[src/pkg/cfp_consts.svh]
`ifndef CFP_CONSTS_SVH
`define CFP_CONSTS_SVH
`define CFP_ADDR_W        32
`define CFP_LINE_BYTES    64
`define CFP_LINE_LSB      6
`define CFP_PAGE_LSB      12
`define CFP_LINE_W        26
`define CFP_AHEAD         2
`define CFP_TRAIN_MISSES  3
`define CFP_TRIGGER_BYTES 512
`define CFP_PF_KIND_W     2
`endif

[src/pkg/cfp_pkg.sv]
`include "cfp_consts.svh"
package cfp_pkg;
   typedef struct packed
   {
      logic [`CFP_ADDR_W-1:0] addr;
      logic                   fault;
   } cfp_flush_req_t;
   typedef struct packed
   {
      logic [`CFP_ADDR_W-1:0]    addr;
      logic [`CFP_PF_KIND_W-1:0] kind;
      logic                      present;
   } cfp_swpf_req_t;
   typedef struct packed
   {
      logic [`CFP_ADDR_W-1:0]    addr;
      logic [`CFP_PF_KIND_W-1:0] level;
   } cfp_fill_t;
   typedef enum logic [4:0]
   {
      CFP_IDLE  = 5'h01,
      CFP_WBACK = 5'h02,
      CFP_INVAL = 5'h04,
      CFP_BCAST = 5'h08,
      CFP_DONE  = 5'h10
   } cfp_fstate_t;
endpackage : cfp_pkg

[src/rtl/cfp_top.sv]
`timescale 1ns/1ns
`include "cfp_consts.svh"
// Notes on behaviour
// Flush invalidates the addressed line in all data and instruction cache levels.
// Each flush invalidation is broadcast to every coherence agent.
// A dirty copy is written back to memory before invalidation.
// One flush covers one 64-byte coherency line.
// Memory type of the page never changes flush behaviour.
// Flush allowed at any privilege, faults like a one-byte load.
// Flushes are unordered against other traffic, including flushes.
// Issuer fences around a flush when ordering matters.
// Four software prefetch kinds, hints only, no architectural effect.
// Prefetch of present data may wait or be dropped silently.
// Hardware prefetcher fills the last-level cache from data miss history.
// An active stream runs two lines ahead of its position.
// Constant stride followed only when below half the trigger distance.
// Non-constant stride triggers when two successive strides are below threshold.
// Several qualifying misses are needed before any prefetch issues.
// Streams may run past array ends until they stop.
// Never crosses a 4-KByte page; retrains on the new page.
// Trigger distance is a byte parameter.
// Flush done only after write-back accepted and broadcast sent.
module cfp_top #(
   parameter int unsigned TRIGGER_BYTES = `CFP_TRIGGER_BYTES
)(
   input  wire logic                   core_clk_in,
   input  wire logic                   rstn_in,
   input  wire logic                   clk_en_in,
   input  wire logic                   flush_valid_in,
   input  wire cfp_pkg::cfp_flush_req_t flush_req_in,
   output logic                        flush_ready_out,
   output logic                        flush_done_out,
   output logic                        flush_fault_out,
   input  wire logic                   dirty_hit_in,
   output logic                        wback_valid_out,
   output logic [`CFP_ADDR_W-1:0]      wback_addr_out,
   input  wire logic                   wback_accept_in,
   output logic                        inval_valid_out,
   output logic [`CFP_ADDR_W-1:0]      inval_addr_out,
   output logic                        bcast_valid_out,
   input  wire logic                   swpf_valid_in,
   input  wire cfp_pkg::cfp_swpf_req_t swpf_req_in,
   input  wire logic                   mem_busy_in,
   output logic                        swpf_ready_out,
   input  wire logic                   miss_valid_in,
   input  wire logic [`CFP_ADDR_W-1:0] miss_addr_in,
   output logic                        fill_valid_out,
   output cfp_pkg::cfp_fill_t          fill_out,
   output logic                        llc_fill_out,
   input  wire logic                   fill_ready_in
);
   // ***************************************************
   // Line flush
   // ***************************************************
   localparam logic [`CFP_ADDR_W-1:0] LINE_MASK = ~(`CFP_ADDR_W'(`CFP_LINE_BYTES) - `CFP_ADDR_W'(1));
   cfp_pkg::cfp_fstate_t    fstate;
   cfp_pkg::cfp_fstate_t    next_fstate;
   logic [`CFP_ADDR_W-1:0]  faddr;
   logic                    fdirty;
   wire                     take_flush = fstate == cfp_pkg::CFP_IDLE && flush_valid_in;
   // Line-aligned address, memory type deliberately not an input
   wire [`CFP_ADDR_W-1:0]   line_addr = flush_req_in.addr & LINE_MASK;

   always_comb
   begin
      next_fstate = fstate;
      case (fstate)
         cfp_pkg::CFP_IDLE:
            if (flush_valid_in && !flush_req_in.fault)
               next_fstate = dirty_hit_in ? cfp_pkg::CFP_WBACK : cfp_pkg::CFP_INVAL;
         cfp_pkg::CFP_WBACK:
            if (wback_accept_in)
               next_fstate = cfp_pkg::CFP_INVAL;
         cfp_pkg::CFP_INVAL: next_fstate = cfp_pkg::CFP_BCAST;
         cfp_pkg::CFP_BCAST: next_fstate = cfp_pkg::CFP_DONE;
         cfp_pkg::CFP_DONE:  next_fstate = cfp_pkg::CFP_IDLE;
         default:            next_fstate = cfp_pkg::CFP_IDLE;
      endcase
   end

   always_ff @(posedge core_clk_in)
   begin
      if (!rstn_in)
      begin
         fstate          <= cfp_pkg::CFP_IDLE;
         faddr           <= '0;
         fdirty          <= 1'b0;
         flush_fault_out <= 1'b0;
      end
      else if (clk_en_in)
      begin
         fstate          <= next_fstate;
         // Fault reported like a byte load, no cache action taken
         flush_fault_out <= take_flush && flush_req_in.fault;
         if (take_flush)
         begin
            faddr  <= line_addr;
            fdirty <= dirty_hit_in;
         end
      end
   end

   always_ff @(posedge core_clk_in)
   begin
      if (!rstn_in)
      begin
         flush_ready_out <= 1'b0;
         flush_done_out  <= 1'b0;
         wback_valid_out <= 1'b0;
         wback_addr_out  <= '0;
         inval_valid_out <= 1'b0;
         inval_addr_out  <= '0;
         bcast_valid_out <= 1'b0;
      end
      else if (clk_en_in)
      begin
         // No ordering kept against other traffic; one flush at a time only
         flush_ready_out <= next_fstate == cfp_pkg::CFP_IDLE;
         wback_valid_out <= next_fstate == cfp_pkg::CFP_WBACK;
         wback_addr_out  <= take_flush ? line_addr : faddr;
         inval_valid_out <= next_fstate == cfp_pkg::CFP_INVAL;
         inval_addr_out  <= take_flush ? line_addr : faddr;
         bcast_valid_out <= next_fstate == cfp_pkg::CFP_BCAST;
         flush_done_out  <= next_fstate == cfp_pkg::CFP_DONE;
      end
   end

   // ***************************************************
   // Software prefetch and hardware stream
   // ***************************************************
   localparam int unsigned TRIG_LINES = TRIGGER_BYTES / `CFP_LINE_BYTES;
   localparam int unsigned HALF_LINES = TRIG_LINES / 2;
   logic [`CFP_LINE_W-1:0] last_line;
   logic [`CFP_LINE_W-1:0] last_stride;
   logic [1:0]             train_cnt;
   logic                   active;
   logic [`CFP_LINE_W-1:0] next_pf;
   logic [`CFP_LINE_W-1:0] head;
   wire [`CFP_LINE_W-1:0] miss_line  = miss_addr_in[`CFP_ADDR_W-1:`CFP_LINE_LSB];
   wire [`CFP_LINE_W-1:0] stride     = miss_line - last_line;
   wire                   same_page  = miss_line[`CFP_LINE_W-1:`CFP_PAGE_LSB-`CFP_LINE_LSB]
                                       == last_line[`CFP_LINE_W-1:`CFP_PAGE_LSB-`CFP_LINE_LSB];
   wire                   fwd        = stride != '0 && stride < `CFP_LINE_W'(TRIG_LINES);
   wire                   const_str  = stride == last_stride;
   // Constant stride must be under half the trigger, varying strides under the full trigger
   wire                   qualify    = same_page && fwd &&
                                       (const_str ? stride < `CFP_LINE_W'(HALF_LINES) : 1'b1);
   wire                   trained    = train_cnt == 2'(`CFP_TRAIN_MISSES - 1);
   wire                   pf_same_pg = next_pf[`CFP_LINE_W-1:`CFP_PAGE_LSB-`CFP_LINE_LSB]
                                       == head[`CFP_LINE_W-1:`CFP_PAGE_LSB-`CFP_LINE_LSB];
   // Stream stops at page edge; array ends are not detected
   wire                   hw_want    = active && pf_same_pg &&
                                       next_pf <= head + `CFP_LINE_W'(`CFP_AHEAD);
   wire                   fill_busy  = fill_valid_out && !fill_ready_in;
   // Every hint waits behind busy memory; present data is then dropped
   wire                   sw_take    = swpf_valid_in && !fill_busy && !mem_busy_in;
   wire                   sw_issue   = sw_take && !swpf_req_in.present;
   wire                   hw_issue   = hw_want && !fill_busy && !sw_issue;

   always_ff @(posedge core_clk_in)
   begin
      if (!rstn_in)
      begin
         last_line   <= '0;
         last_stride <= '0;
         train_cnt   <= '0;
         active      <= 1'b0;
         head        <= '0;
         next_pf     <= '0;
      end
      else if (clk_en_in)
      begin
         if (miss_valid_in)
         begin
            last_line   <= miss_line;
            last_stride <= stride;
            if (!qualify)
            begin
               train_cnt <= '0;
               active    <= 1'b0;
            end
            else if (!trained)
               train_cnt <= train_cnt + 2'h1;
            else
            begin
               if (!active)
                  next_pf <= miss_line + 26'h1;
               active <= 1'b1;
               head   <= miss_line;
            end
         end
         else if (hw_issue)
            next_pf <= next_pf + 26'h1;
      end
   end

   always_ff @(posedge core_clk_in)
   begin
      if (!rstn_in)
      begin
         fill_valid_out <= 1'b0;
         fill_out       <= '0;
         llc_fill_out   <= 1'b0;
         swpf_ready_out <= 1'b0;
      end
      else if (clk_en_in)
      begin
         swpf_ready_out <= !fill_busy && !mem_busy_in;
         if (!fill_busy)
         begin
            fill_valid_out <= sw_issue || (hw_issue && !miss_valid_in);
            llc_fill_out   <= !sw_issue;
            if (sw_issue)
               fill_out <= '{addr: swpf_req_in.addr & LINE_MASK, level: swpf_req_in.kind};
            else
               fill_out <= '{addr: {next_pf, 6'h00}, level: 2'h0};
         end
      end
   end

   // ***************************************************
   // Checks
   // ***************************************************
   property p_wb_first;
      @(posedge core_clk_in) disable iff (!rstn_in)
      $rose(inval_valid_out) && fdirty |-> $past(wback_valid_out);
   endproperty
   a_wb_first: assert property (p_wb_first) else $error("Invalidate without write-back");
   property p_done_after_bcast;
      @(posedge core_clk_in) disable iff (!rstn_in)
      flush_done_out && clk_en_in |-> $past(bcast_valid_out);
   endproperty
   a_done_after_bcast: assert property (p_done_after_bcast) else $error("Done before broadcast");
   property p_bcast_follows;
      @(posedge core_clk_in) disable iff (!rstn_in)
      $rose(inval_valid_out) |-> ##[1:8] bcast_valid_out;
   endproperty
   a_bcast_follows: assert property (p_bcast_follows) else $error("Broadcast missing");
   property p_line_aligned;
      @(posedge core_clk_in) disable iff (!rstn_in)
      inval_valid_out |-> inval_addr_out[5:0] == 6'h00;
   endproperty
   a_line_aligned: assert property (p_line_aligned) else $error("Flush not line aligned");
   property p_fault_no_action;
      @(posedge core_clk_in) disable iff (!rstn_in)
      flush_fault_out |-> !wback_valid_out && !inval_valid_out;
   endproperty
   a_fault_no_action: assert property (p_fault_no_action) else $error("Faulted flush acted");
   property p_ahead;
      @(posedge core_clk_in) disable iff (!rstn_in)
      fill_valid_out && llc_fill_out |-> fill_out.addr[31:6] <= head + 26'h2;
   endproperty
   a_ahead: assert property (p_ahead) else $error("Prefetch too far ahead");
   property p_page;
      @(posedge core_clk_in) disable iff (!rstn_in)
      fill_valid_out && llc_fill_out |-> fill_out.addr[31:12] == head[25:6];
   endproperty
   a_page: assert property (p_page) else $error("Prefetch crossed page");
   property p_train;
      @(posedge core_clk_in) disable iff (!rstn_in)
      $rose(active) |-> $past(trained);
   endproperty
   a_train: assert property (p_train) else $error("Stream started untrained");
   // ***************************************************
   // Further checks on flush and fill sequencing
   // ***************************************************
   // Flush steps are exclusive, so one state drives at most one pulse
   property p_one_step;
      @(posedge core_clk_in) disable iff (!rstn_in)
      $onehot0({wback_valid_out, inval_valid_out, bcast_valid_out, flush_done_out});
   endproperty
   a_one_step: assert property (p_one_step) else $error("Two flush steps at once");
   property p_ready_idle;
      @(posedge core_clk_in) disable iff (!rstn_in)
      flush_ready_out |-> !wback_valid_out && !inval_valid_out && !bcast_valid_out;
   endproperty
   a_ready_idle: assert property (p_ready_idle) else $error("Ready while flush busy");
   property p_wb_aligned;
      @(posedge core_clk_in) disable iff (!rstn_in)
      wback_valid_out |-> wback_addr_out[5:0] == 6'h00;
   endproperty
   a_wb_aligned: assert property (p_wb_aligned) else $error("Write-back not line aligned");
   property p_wb_hold;
      @(posedge core_clk_in) disable iff (!rstn_in)
      wback_valid_out && !wback_accept_in && clk_en_in |=> wback_valid_out;
   endproperty
   a_wb_hold: assert property (p_wb_hold) else $error("Write-back dropped early");
   property p_wb_addr_stable;
      @(posedge core_clk_in) disable iff (!rstn_in)
      wback_valid_out && $past(wback_valid_out) |-> $stable(wback_addr_out);
   endproperty
   a_wb_addr_stable: assert property (p_wb_addr_stable) else $error("Write-back address moved");
   property p_inval_after_accept;
      @(posedge core_clk_in) disable iff (!rstn_in)
      $past(wback_valid_out) && $past(wback_accept_in) && $past(clk_en_in) |-> inval_valid_out;
   endproperty
   a_inval_after_accept: assert property (p_inval_after_accept) else $error("No invalidate after accept");
   property p_bcast_next;
      @(posedge core_clk_in) disable iff (!rstn_in)
      $past(inval_valid_out) && $past(clk_en_in) |-> bcast_valid_out;
   endproperty
   a_bcast_next: assert property (p_bcast_next) else $error("Broadcast late");
   property p_fault_idle;
      @(posedge core_clk_in) disable iff (!rstn_in)
      flush_fault_out |-> flush_ready_out;
   endproperty
   a_fault_idle: assert property (p_fault_idle) else $error("Faulted flush left idle");
   property p_ready_after_done;
      @(posedge core_clk_in) disable iff (!rstn_in)
      flush_done_out && clk_en_in |=> flush_ready_out;
   endproperty
   a_ready_after_done: assert property (p_ready_after_done) else $error("Ready not back after done");
   // A hint never leaves while memory is busy
   property p_sw_not_busy;
      @(posedge core_clk_in) disable iff (!rstn_in)
      $rose(fill_valid_out) && !llc_fill_out |-> !$past(mem_busy_in);
   endproperty
   a_sw_not_busy: assert property (p_sw_not_busy) else $error("Hint issued while busy");
   property p_fill_hold;
      @(posedge core_clk_in) disable iff (!rstn_in)
      fill_valid_out && !fill_ready_in && clk_en_in |=> fill_valid_out && $stable(fill_out);
   endproperty
   a_fill_hold: assert property (p_fill_hold) else $error("Fill changed while stalled");
   property p_llc_level;
      @(posedge core_clk_in) disable iff (!rstn_in)
      fill_valid_out && llc_fill_out |-> fill_out.level == 2'h0;
   endproperty
   a_llc_level: assert property (p_llc_level) else $error("Hardware fill wrong level");
   property p_fill_aligned;
      @(posedge core_clk_in) disable iff (!rstn_in)
      fill_valid_out |-> fill_out.addr[5:0] == 6'h00;
   endproperty
   a_fill_aligned: assert property (p_fill_aligned) else $error("Fill not line aligned");
   property p_active_trained;
      @(posedge core_clk_in) disable iff (!rstn_in)
      active |-> trained;
   endproperty
   a_active_trained: assert property (p_active_trained) else $error("Active without training");
   property p_hw_from_stream;
      @(posedge core_clk_in) disable iff (!rstn_in)
      $rose(fill_valid_out) && llc_fill_out |-> $past(active);
   endproperty
   a_hw_from_stream: assert property (p_hw_from_stream) else $error("Hardware fill without stream");
   // Any break in the pattern, a page change included, drops all training
   property p_retrain;
      @(posedge core_clk_in) disable iff (!rstn_in)
      miss_valid_in && !qualify && clk_en_in |=> !active && train_cnt == 2'h0;
   endproperty
   a_retrain: assert property (p_retrain) else $error("Training kept after break");
   property p_ahead_pos;
      @(posedge core_clk_in) disable iff (!rstn_in)
      active |-> next_pf > head;
   endproperty
   a_ahead_pos: assert property (p_ahead_pos) else $error("Stream behind its head");
endmodule : cfp_top

[config.mk]
export PLATFORM = sky130hd
export DESIGN_NAME = cfp_top
export DESIGN_NICKNAME = d
export VERILOG_FILES = /design/src/pkg/cfp_pkg.sv /design/src/rtl/cfp_top.sv
export VERILOG_INCLUDE_DIRS = /design/src /design/src/pkg
export SDC_FILE = /design/constraint.sdc
export NUM_CORES = 1
export LEC_CHECK = 0
export ABC_AREA = 1
export BUFFER_PORTS_ARGS = -buffer_cell sky130_fd_sc_hd__clkbuf_2
export CELL_PAD_IN_SITES_DETAIL_PLACEMENT = 2
export CELL_PAD_IN_SITES_GLOBAL_PLACEMENT = 2
export CORE_UTILIZATION = 27
export DETAILED_ROUTE_END_ITERATION = 8
export HOLD_SLACK_MARGIN = 0.06
export PLACE_DENSITY_LB_ADDON = 0.1
export SYNTH_ARGS = -nofsm -noshare
export SYNTH_HDL_FRONTEND = slang
export SYNTH_SLANG_ARGS = --single-unit
[constraint.sdc]
create_clock -name core_clk_in -period 3.9 [get_ports core_clk_in]
set_input_delay 0.78 -clock core_clk_in [delete_from_list [all_inputs] [get_ports core_clk_in]]
set_output_delay 0.78 -clock core_clk_in [all_outputs]
set_load 0.005 [all_outputs]
==> flow_summary.yaml <==
clocking:
  clk_pin_slew_ps: 70
  cts_made_buffers: 17
  cts_hold_buf: 0
  cts_buffer_depth: 2
  clkLatencyLatePin_ps: 500
  htree_levels: 4
  cts_root_buf: "clkbuf_16"
  cts.sinks: 175
  cts_tree: "yes"
synth:
  synth_most_common_cell: "nand2_1"
  synth_area_um2: 12100
  ys_async_sr_fraction_pct: 0
  synth-edff-count: 0
  ys_seq_area_share_pct: 29.0
  avgSynthCellArea_um2: 6.38
  synth_area_leaders: "dfxtp_1 29%, nand2_1 13%, inv_1 8.6%"
  ys_seq_elements: 175
  yosysUniqueCellTypes: 53
  yosysTopAreaCell: "dfxtp_1"
  netlist_instances: 1893
  synth_top_area_share_pct: 29.0
  synth_ff_type: "dfxtp_1"
  synth_commonest_cells: "430 x nand2_1, 276 x inv_1, 213 x nor2_1, 175 x dfxtp_1, 131 x nand3_1"
  yosysWarnings: 0
job:
  max-cap-violations: 0
floorplanning:
  fp.dieArea_um2: 45600
  dieHeight_um: 214
  fp-row-count: 77
  num_io_pins: 217
  die_width_um: 214
  initial_core_util_pct: 27.3
  core-area_um2: 44200
cells_and_area:
  multi_input_area_um2: 7360
  seq_area_um2: 3510
  n_antenna_cell: 0
  layout.nets: 2336
  final_cells: 2775
  syn2layout_area_growth_pct: 29.5
  utilization_pct: 35.4
  drive_gt1_share_pct: 23.1
  stdcell_area_um2: 15700
  n_fill_cell: 5369
route:
  num_vias: 13400
  drc: 0
  routedWlPerCell_um: 17.8
  drtPass1Iterations: 4
  totalWireLength_mm: 49.5
  vias_per_cell: 4.83
  dr.first_iter.drc_count: 459
  drtAntennaViolNets: 0
timing:
  fin_skew_ps: 12.9
  hold_ws_ps: 461
  finalHoldViolations: 0
  setup_slack_ps: -122
  drv_slew: 0
  worst_pin_slew_ps: 1040
  rsz0062_at_grt: "yes"
  min_period_ps: 4020
  max_freq_mhz: 249
  min_period_over_period_pct: 103
  slew_headroom_pct: 30.9
  setup_violations: 27
grt:
  grt_pass1_vias: 14200
  grt_max_degree: 72
  globalRouteTotalUtil_pct: 22.2
  grt_pass1_wl_mm: 77.3
  grt_overflow: 0
  antenna_found_initial: 1
min_path:
  hold_end: "last_line[8]"
  hold_path.class: "flip-flop to flip-flop"
  min_path_cells: 2
  hp-start: "last_line[8]"
run_status:
  violations: "negative setup slack"
  status: "complete, but fails checks"
power:
  pwr-share-clk_pct: 36.3
  intPower_w: 0.00330
  combinationalPowerShare_pct: 25.2
  total_power_w: 0.00500
  p_sw_w: 0.00170
  pwr-share-seq_pct: 38.4
  p_leak_nw: 7.70
  swShare_pct: 33.9
  power_density_nw_per_um2: 319
  ir_drop_mv: 0.243
worst_setup_path:
  cp_slowest_stage_delay_ps: 340
  worstPathRequired_ps: 4290
  crit_path_start_kind: "flip-flop"
  rrSetupSlack_ps: -120
  cp-end-kind: "flip-flop"
  reg2reg_to: "next_pf[25]"
  worst_ep_arrival_time_ps: 4410
  critPathSlowestCell: "dfxtp_2"
  critical_path_class: "flip-flop to flip-flop"
  r2r_start: "head[2]"
  path_max_fanout: 6
  r2r_cells: 30
placement:
  gp_congestion: 0.871
  placed_cell_area_um2: 14400
  dpl.hpwl_mm: 38.7
  dp_cells: 2720
  io_buffers: 180
==> layer usage <==
layer | vias up | wire length (µm) | global-route usage (%)
met5 | - | 8 | 0
met4 | 2 | 880 | 6.75
met3 | 42 | 1650 | 4.12
met2 | 193 | 24000 | 38.4
met1 | 6555 | 23000 | 27.8
li1 | 6623 | - | -
==> power groups by stage <==
stage / sequential [W] / clock [W] / combinational [W]
2_1_floorplan: 0.00196 / 0 / 0.000749
3_3_place_gp: 0.00196 / 0 / 0.00123
3_5_place_dp: 0.00196 / 0 / 0.00127
4_1_cts: 0.00192 / 0.00189 / 0.00128
5_1_grt: 0.00193 / 0.00194 / 0.00143
6_report: 0.00192 / 0.00182 / 0.00126
==> layout make-up <==
| cell class | count | share of cell area [%] |
|---|---|---|
| timing repair buffer | 354 | 15.2 |
| clock buffer | 20 | 2.98 |
| tap | 592 | 4.73 |
| multi-input combinational | 1336 | 47.0 |
| inverter | 287 | 6.90 |
| sequential | 175 | 22.4 |
| clock inverter | 11 | 0.775 |
==> worst max-delay path, delay by kind of cell, from the launching register on <==
family | cells | cell delay (ps)
compound gates | 3 | 430
xor+xnor | 1 | 170
fa+ha+maj | 1 | 160
buf+inv | 8 | 900
flops | 1 | 340
simple gates | 17 | 1910
==> metrics by stage <==
step,TNS [ps],setup WS (ps)
after detailed placement,-13440,-471
after global routing,-10820,-429
after floorplan,0,142
after global placement,-7660,-306
final,-2400,-122
after CTS,-5830,-239
==> layout by cell type, fill, tap and decap left out, types with 7 or more instances in the layout <==
cell / count
a21oi_2: 13
nor4_1: 9
nand2_2: 18
dfxtp_1: 172
ha_1: 50
nor2_1: 205
o211ai_1: 52
inv_1: 274
buf_12: 7
buf_4: 159
clkbuf_2: 179
nor2_2: 13
nand3_2: 20
nand4_1: 42
nand2_1: 417
nand3b_1: 11
xnor2_1: 16
nor3_1: 14
clkbuf_16: 17
conb_1: 18
nand3_1: 110
o21ai_1: 15
o21ai_0: 88
a221oi_1: 10
xor2_1: 36
a21oi_1: 105
inv_2: 10
==> state kept, by name (all words and copies together) (netlist names), 2 cells and up <==
register        cells
head               26
fstate              5
train_cnt           2
last_line          26
fill_out           28
inval_addr_out     26
last_stride        26
next_pf            26
==> cell families after synthesis <==
logic type / share of synthesized area [%]
buffers and inverters: 14.3
adder cells (fa/ha/maj): 5.76
AO/OA/AOI/OAI: 14.7
AND/OR/NAND/NOR: 32.0
multiplexers: 0.414
XOR/XNOR: 3.84
flip-flops: 29.0
other: 0.0310
==> worst max path at each step <==
stage               startpoint  slack, ps  cells past startpoint           to
finish                 head[2]       -120                     30  next_pf[25]
global route           head[2]       -430                     30  next_pf[16]
CTS                    head[3]       -240                     30  next_pf[21]
detailed placement     head[1]       -470                     28   next_pf[0]
global placement       head[1]       -310                     29  next_pf[20]
floorplan              head[1]        140                     20   next_pf[2]
==> repair_timing <==
action,in CTS,in global routing
pin swaps,32,37
setup endpoints to repair,27,27
gates cloned,3,0
gates resized for setup,56,46
buffers inserted,19,4
(Power assumes the default switching activity.)
